### config.mk
export PLATFORM = sky130hd
export DESIGN_NAME = can_mode_control
export DESIGN_NICKNAME = d
export VERILOG_FILES = /design/src/shared/mode_control_pkg.sv /design/src/hw/clock_output_divider.sv /design/src/hw/can_mode_control.sv
export SDC_FILE = /design/constraint.sdc
export NUM_CORES = 1
export LEC_CHECK = 0
export BUFFER_PORTS_ARGS = -buffer_cell sky130_fd_sc_hd__buf_2
export CAP_MARGIN = 20
export CORE_MARGIN = 8
export CORE_UTILIZATION = 25
export CTS_CLUSTER_DIAMETER = 50
export DETAILED_ROUTE_END_ITERATION = 16
export GPL_TIMING_DRIVEN = 0
export PLACE_DENSITY = 0.46
export SYNTH_ARGS = -nofsm -noshare
export SYNTH_HDL_FRONTEND = slang
export SYNTH_SLANG_ARGS = --single-unit
### constraint.sdc
create_clock -name clock_in -period 2.7 [get_ports clock_in]
set_input_delay 0.405 -clock clock_in [delete_from_list [all_inputs] [get_ports clock_in]]
set_output_delay 0.405 -clock clock_in [all_outputs]
set_load 0.05 [all_outputs]
### src/shared/mode_control_pkg.sv
// Purpose: Shared constants and carriers for the CAN operating-mode control block.
// Assumes: Eight-bit control register written through the host port as a whole byte.
// Notes:   Reset value of the control register is 1110_0111 (unimplemented bit 3 reads zero).
package mode_control_pkg;

   // ----------------------------------------------------------------
   // Control register layout
   // ----------------------------------------------------------------
   localparam int          REG_WIDTH       = 8;
   localparam int          MODE_MSB        = 7;
   localparam int          MODE_LSB        = 5;
   localparam int          ABORT_BIT       = 4;
   localparam int          UNUSED_BIT      = 3;
   localparam int          CLK_EN_BIT      = 2;
   localparam int          DIV_MSB         = 1;
   localparam int          DIV_LSB         = 0;
   localparam logic [7:0]  CTRL_RESET      = 8'hE7;
   localparam logic [7:0]  CTRL_WRITE_MASK = 8'hF7;

   // ----------------------------------------------------------------
   // Mode encodings
   // ----------------------------------------------------------------
   localparam logic [2:0]  MODE_NORMAL     = 3'h0;
   localparam logic [2:0]  MODE_SLEEP      = 3'h1;
   localparam logic [2:0]  MODE_LOOPBACK   = 3'h2;
   localparam logic [2:0]  MODE_LISTEN     = 3'h3;
   localparam logic [2:0]  MODE_CONFIG     = 3'h4;

   // ----------------------------------------------------------------
   // Clock output divider
   // ----------------------------------------------------------------
   localparam int          DIV_CNT_WIDTH   = 3;

   typedef struct packed {
      logic [2:0] mode_request_field;
      logic       abort_all_transmit_bit;
      logic       clock_output_enable_bit;
      logic [1:0] clock_output_divider_field;
   } ctrl_fields_type;

   typedef struct packed {
      logic       transmit_enable;
      logic       bus_participant;
      logic       loopback_active;
      logic       sleep_active;
      logic       config_active;
      logic       abort_request;
   } mode_flags_type;

endpackage

### src/hw/clock_output_divider.sv
// Purpose: Divides the oscillator clock by 1, 2, 4 or 8 for the clock output pin.
// Assumes: Select may change at any time; changes take hold at a counter wrap.
// Notes:   Pin is two signals; enable is low while driving.
`timescale 1ns/10ps
module clock_output_divider
(
   input  wire logic                      clock_in,
   input  wire logic                      rst_in,
   input  wire logic                      enable_in,
   input  wire logic [1:0]                select_in,
   output logic                           clock_output_pin_out,
   output logic                           clock_output_pin_oe_n_out
);
   import mode_control_pkg::*;

   typedef struct packed {
      logic [DIV_CNT_WIDTH-1:0] count;
      logic [1:0]               select;
      logic                     level;
      logic                     oe_n;
   } div_state_type;

   div_state_type state_q;
   div_state_type state_d;

   always_comb
   begin
      state_d = state_q;
      state_d.oe_n = ~enable_in;
      state_d.count = state_q.count + 1'b1;
      if (state_q.select == 2'h0)
      begin
         state_d.count = '0;
      end
      // Half period is 2^(select-1) cycles; the select is only reloaded at a wrap so periods stay whole.
      // The shift stays below the counter width, so divide by eight cannot wrap to zero.
      if (state_q.select == 2'h0 ||
          state_q.count == DIV_CNT_WIDTH'((DIV_CNT_WIDTH'(1) << (state_q.select - 2'h1)) - DIV_CNT_WIDTH'(1)))
      begin
         state_d.count = '0;
         state_d.level = ~state_q.level;
         state_d.select = select_in;
      end
   end

   always_ff @(posedge clock_in)
   begin
      if (rst_in)
      begin
         state_q <= '{count: '0, select: 2'h3, level: 1'b0, oe_n: 1'b0};
      end
      else
      begin
         state_q <= state_d;
      end
   end

   // Divide by one passes the oscillator straight through.
   assign clock_output_pin_out = (state_q.select == 2'h0) ? clock_in : state_q.level;
   assign clock_output_pin_oe_n_out = state_q.oe_n;
endmodule

### src/hw/can_mode_control.sv
// Purpose: Operating-mode request, abort request and clock output control register.
// Assumes: Host writes whole bytes; tx_pending_in comes from same-clock transmit logic.
// Notes:   Current mode is reported in operating_mode_status_field_out.
// Operation
// - Normal mode: monitor all frames, drive acknowledge and error frames.
// - Frames are transmitted only in normal mode.
// - Bits 7..5 select mode: 000 normal, 001 sleep, 010 loopback, 011 listen, 100 config.
// - Clock output enable low puts the clock pin in high impedance.
// - Bits 1..0 divide the clock output by 1, 2, 4 or 8.
// - After reset clock output is on, dividing by eight.
// - Mode change waits for pending transmissions; host confirms via status bits.
// - Reset enters configuration mode and clears the error counters.
`timescale 1ns/10ps
module can_mode_control
(
   input  wire logic                              clock_in,
   input  wire logic                              rst_in,
   input  wire logic                              ctrl_write_in,
   input  wire logic [mode_control_pkg::REG_WIDTH-1:0] ctrl_wdata_in,
   output logic [mode_control_pkg::REG_WIDTH-1:0] ctrl_rdata_out,
   input  wire logic                              tx_pending_in,
   output logic [2:0]                             operating_mode_status_field_out,
   output mode_control_pkg::mode_flags_type       mode_flags_out,
   output logic                                   error_counter_clear_out,
   output logic                                   clock_output_pin_out,
   output logic                                   clock_output_pin_oe_n_out
);
   import mode_control_pkg::*;

   typedef enum logic [4:0]
   {
      ST_CONFIG   = 5'h01,
      ST_NORMAL   = 5'h02,
      ST_SLEEP    = 5'h04,
      ST_LOOPBACK = 5'h08,
      ST_LISTEN   = 5'h10
   } mode_state_type;

   typedef struct packed {
      ctrl_fields_type ctrl;
      mode_state_type  mode;
      logic            clear_counters;
   } ctl_state_type;

   ctl_state_type state_q;
   ctl_state_type state_d;

   // ----------------------------------------------------------------
   // Decoding helpers
   // ----------------------------------------------------------------
   function automatic mode_state_type decode_mode(input logic [2:0] code, input mode_state_type hold);
      unique case (code)
         MODE_NORMAL:   decode_mode = ST_NORMAL;
         MODE_SLEEP:    decode_mode = ST_SLEEP;
         MODE_LOOPBACK: decode_mode = ST_LOOPBACK;
         MODE_LISTEN:   decode_mode = ST_LISTEN;
         MODE_CONFIG:   decode_mode = ST_CONFIG;
         default:       decode_mode = hold;
      endcase
   endfunction

   function automatic logic [2:0] encode_mode(input mode_state_type m);
      unique case (m)
         ST_NORMAL:   encode_mode = MODE_NORMAL;
         ST_SLEEP:    encode_mode = MODE_SLEEP;
         ST_LOOPBACK: encode_mode = MODE_LOOPBACK;
         ST_LISTEN:   encode_mode = MODE_LISTEN;
         ST_CONFIG:   encode_mode = MODE_CONFIG;
         default:     encode_mode = MODE_CONFIG;
      endcase
   endfunction

   // Bit 3 has no storage, so whatever the host writes there is dropped here.
   function automatic ctrl_fields_type unpack_ctrl(input logic [REG_WIDTH-1:0] wr_byte);
      logic [REG_WIDTH-1:0] masked;
      ctrl_fields_type      f;
      masked = wr_byte & CTRL_WRITE_MASK;
      f.mode_request_field = masked[MODE_MSB:MODE_LSB];
      f.abort_all_transmit_bit = masked[ABORT_BIT];
      f.clock_output_enable_bit = masked[CLK_EN_BIT];
      f.clock_output_divider_field = masked[DIV_MSB:DIV_LSB];
      return f;
   endfunction

   // The read value is rebuilt from the stored fields; bit 3 always reads zero.
   function automatic logic [REG_WIDTH-1:0] pack_ctrl(input ctrl_fields_type f);
      logic [REG_WIDTH-1:0] r;
      r = '0;
      r[MODE_MSB:MODE_LSB] = f.mode_request_field;
      r[ABORT_BIT] = f.abort_all_transmit_bit;
      r[CLK_EN_BIT] = f.clock_output_enable_bit;
      r[DIV_MSB:DIV_LSB] = f.clock_output_divider_field;
      return r;
   endfunction

   // ----------------------------------------------------------------
   // Mode flag decoding
   // ----------------------------------------------------------------
   // Only normal mode may drive the bus. Every silent mode keeps both
   // bus-facing flags low, so queued frames stay queued and no acknowledge
   // or error frame leaves the device.
   function automatic mode_flags_type decode_flags(input mode_state_type m, input logic abort);
      mode_flags_type f;
      f = '0;
      f.abort_request = abort;
      unique case (m)
         ST_NORMAL:
         begin
            f.transmit_enable = 1'b1;
            f.bus_participant = 1'b1;
         end
         ST_SLEEP:
         begin
            f.sleep_active = 1'b1;
         end
         ST_LOOPBACK:
         begin
            f.loopback_active = 1'b1;
         end
         ST_LISTEN:
         begin
            f.bus_participant = 1'b0;
         end
         ST_CONFIG:
         begin
            f.config_active = 1'b1;
         end
         default:
         begin
            // A corrupted state word is treated as configuration, the safe silent mode.
            f.config_active = 1'b1;
         end
      endcase
      return f;
   endfunction

   // ----------------------------------------------------------------
   // Register and mode sequencing
   // ----------------------------------------------------------------
   always_comb
   begin
      state_d = state_q;
      state_d.clear_counters = 1'b0;
      if (ctrl_write_in)
      begin
         state_d.ctrl = unpack_ctrl(ctrl_wdata_in);
      end
      // The request is read from the stored field, so a write shows on the
      // read port one cycle before the mode itself can move.
      // The mode only moves once nothing is waiting to go out.
      if (!tx_pending_in)
      begin
         state_d.mode = decode_mode(state_q.ctrl.mode_request_field, state_q.mode);
         if (state_d.mode == ST_CONFIG && state_q.mode != ST_CONFIG)
         begin
            state_d.clear_counters = 1'b1;
         end
      end
   end

   always_ff @(posedge clock_in)
   begin
      if (rst_in)
      begin
         // The reset byte holds a request code outside the five modes, so the mode
         // stays in configuration until the host writes a defined code.
         state_q.ctrl           <= unpack_ctrl(CTRL_RESET);
         state_q.mode           <= ST_CONFIG;
         state_q.clear_counters <= 1'b1;
      end
      else
      begin
         state_q <= state_d;
      end
   end

   // ----------------------------------------------------------------
   // Outputs
   // ----------------------------------------------------------------
   assign ctrl_rdata_out                  = pack_ctrl(state_q.ctrl);
   assign operating_mode_status_field_out = encode_mode(state_q.mode);
   // The abort request is a plain level; the transmit logic must drop its queue while it stands.
   assign mode_flags_out                  = decode_flags(state_q.mode, state_q.ctrl.abort_all_transmit_bit);
   assign error_counter_clear_out         = state_q.clear_counters;

   // ----------------------------------------------------------------
   // Clock output pin
   // ----------------------------------------------------------------
   // The divider reloads its select only at a wrap, so a host write never
   // shortens a high or low phase of the pin.

   clock_output_divider u_divider
   (
      .clock_in                  (clock_in),
      .rst_in                    (rst_in),
      .enable_in                 (state_q.ctrl.clock_output_enable_bit),
      .select_in                 (state_q.ctrl.clock_output_divider_field),
      .clock_output_pin_out      (clock_output_pin_out),
      .clock_output_pin_oe_n_out (clock_output_pin_oe_n_out)
   );
endmodule

==> impl_results.md <==
* Synth Net Count at 135
* Count of pins over their slew limit at 0
* WL per Instance at 12.1 um
* MaxCap Viol Count at 0
* Status: finished, final reports clean
* Total die area at 0.00649 mm^2
* Post-CTS Setup Bufs at 0
* Final instance area at 0.00136 mm^2
* HP Class: in -> reg
* Post-cts hold buffer count at 0
* CP endpoint kind: output pin
* WS Path Type: clk -> out
* Mapped Avg Cell Area at 8.69 um^2
* Final hold vios at 0
* I/O pin total at 32
* Yosys warns at 0
* Cell taking the most area after synthesis: dfxtp_1
* Largest cells by area after synthesis: dfxtp_1 38%, buf_4 7.2%, mux2i_1 4.8%
* Critical-path top delay cell: mux2_2
* Core Area at 0.00400 mm^2
* Die Ht at 80.6 um
* Site row count at 23
* Cell with the most instances on the worst path: clkbuf_8
* Final setup TNS at 0 ns
* Startpoint Class: clock port
* DR vias/cell at 4.62
* RSZ-0062 raised after global routing: no
* Mapped Area at 0.00104 mm^2
* Final ANT Viol Nets at 0
* CP peak stage delay at 0.25 ns
* Crit path DAT at 2.04 ns
* Commonest cells after routing, fill and taps aside: 32 x buf_2, 20 x dfxtp_1, 10 x buf_4
* Die Width at 80.6 um
* Vias after detailed routing at 947
* Final HPWL DP at 1880 um
* ANT cells at 0
* Worst endpoint required time at 2.30 ns
* Overflow after GRT at 0
* Initial antenna violation count at 0
* RD Place Congestion at 0.748
* PortBufs at 28
* Worst setup path start: clock_in
* Synth top area share at 0.384
* Clk_lat worst skew at 0.36 ns
* Setup slack, reg-to-reg at 1.14 ns
* Most common cell after layout, fill and taps aside: buf_2
* Placement Cell Area at 0.00124 mm^2
* Final #Nets at 171
* Number of global-route vias before repair at 954
* Worst reg2reg endpoint: u_divider.state_q[3]
* Initial DRT Pass Iterations at 2
* Seq/Total Area, Yosys at 0.384
* First-pass GRT wire length at 4210 um
* Detailed Route Iter0 Violations at 11
* Largest net degree at the start of global routing at 13
* All-Layer GR Usage at 0.0839
* Routed Wire Length at 2480 um
* Setup Skew at 0.00512 ns
* Crit path capture: clock_output_pin_out
* Pwr Density at 813 mW/mm^2
* # fillers at 419
* R2R cell count at 5
* Layout cell share with drive strength beyond 1 at 0.335
* Post-Synthesis Cells at 120
* R2r startpoint: u_divider.state_q[2]
* Yosys reg bits at 20
* Initial Utilization at 0.261
* Critical path peak fanout at 2
* CP cell instances: clkbuf_8 > clkbuf_8 > mux2_2 > buf_2
* Final design utilization at 0.339
* TritonCTS clock tree: built
* Peak VDD IR at 0.000347 V
* Syn-to-layout area delta at 30.3%
* P_leak at 0.635 nW
* Final setup fails at 0
* Post-synth cell types at 35
* DRC at 0
* Post-CTS sizing at 0
* CTS clk-pin slew, worst paths at 0.08 ns
## where the power goes
group	total [W]	leakage (nW)	internal, W	switching [W]
clock network	0.000449	0.0674	0.000301	0.000148
logic	0.000273	0.403	0.000113	0.000160
registers	0.000381	0.165	0.000338	0.0000436
total	0.00110	0.635	0.000751	0.000352
## cell usage after synthesis
cell	number
o311ai_0	2
nor2_1	7
nor4_2	1
buf_4	10
o21a_1	1
nand2b_1	3
and2_0	1
ha_1	3
xnor2_1	5
buf_2	4
nand3_1	1
dfxtp_1	20
nand2_1	8
clkinv_1	1
a21oi_1	6
mux2_2	1
a21o_1	1
nor4_1	3
nand4_1	1
o211ai_1	4
nor3b_1	3
o21ai_0	4
mux2i_1	5
conb_1	1
and2_1	1
and3_1	1
and3b_1	1
a31oi_1	1
nand3b_1	1
a41o_1	1
or2_2	1
nor3_1	7
inv_1	7
o31ai_1	1
xor2_1	2
## logic make-up (layout without fill, tap and decap cells)
| group | count (synthesis) | count (layout) | share of synthesized area |
|---|---|---|---|
| adders and majority gates | 3 | 3 | 0.0360 |
| buffers and inverters | 22 | 57 | 0.120 |
| AOI/OAI and AO/OA | 21 | 21 | 0.131 |
| muxes | 6 | 6 | 0.0588 |
| and+or+nand+nor | 40 | 40 | 0.208 |
| xor gates and xnor gates | 7 | 7 | 0.0588 |
| DFF | 20 | 20 | 0.384 |
| other | 1 | 1 | 0.00360 |
## flip-flops by register name (all words and copies together), names as in the netlist
signal and cells:
u_divider.state_q 6, u_divider.clock_output_pin_oe_n_out 1, error_counter_clear_out 1, state_q 5
ctrl_rdata_out 7
## per-layer routing
layer  GRT usage  vias up  share of wire
met5           0        -              0
met4      0.0509        0         0.0056
met3      0.0536        2           0.10
met2       0.122       29           0.45
met1      0.0890      439           0.44
li1            -      477              -
## through the flow
stage / hold slack, ns / instances / worst slack (ns) / power [W]
after floorplan: 0.413 / 120 / 0.259 / 0.000626
after global placement: 0.426 / 198 / 0.503 / 0.000683
after global routing: 0.245 / 205 / 0.227 / 0.00118
final: 0.251 / 205 / 0.255 / 0.00110
after detailed placement: 0.429 / 198 / 0.503 / 0.000693
after CTS: 0.243 / 205 / 0.243 / 0.00112
## critical path: cells and delay by family
| kind | cells | cell delay, ns |
|---|---|---|
| mux | 1 | 0.25 |
| buf+inv | 3 | 0.44 |
## layout make-up
type	count	area, um^2	area share
buffer	14	95.1	0.0700
clock buffer	7	87.6	0.0645
clock inverter	1	30.0	0.0221
inverter	8	30.0	0.0221
multi-input combinational	78	517	0.381
sequential	20	400	0.295
tap	50	62.6	0.0461
timing repair buffer	27	135	0.0995
## worst min path at each step
stage	start	to	cells after the start
final	ctrl_wdata_in[7]	ctrl_rdata_out[7]	3
after global routing	ctrl_wdata_in[5]	ctrl_rdata_out[5]	3
after CTS	ctrl_wdata_in[6]	ctrl_rdata_out[6]	3
after detailed placement	ctrl_rdata_out[2]	u_divider.clock_output_pin_oe_n_out	1
after global placement	ctrl_rdata_out[2]	u_divider.clock_output_pin_oe_n_out	1
after floorplan	ctrl_rdata_out[2]	u_divider.clock_output_pin_oe_n_out	1
(Power assumes the default switching activity.)
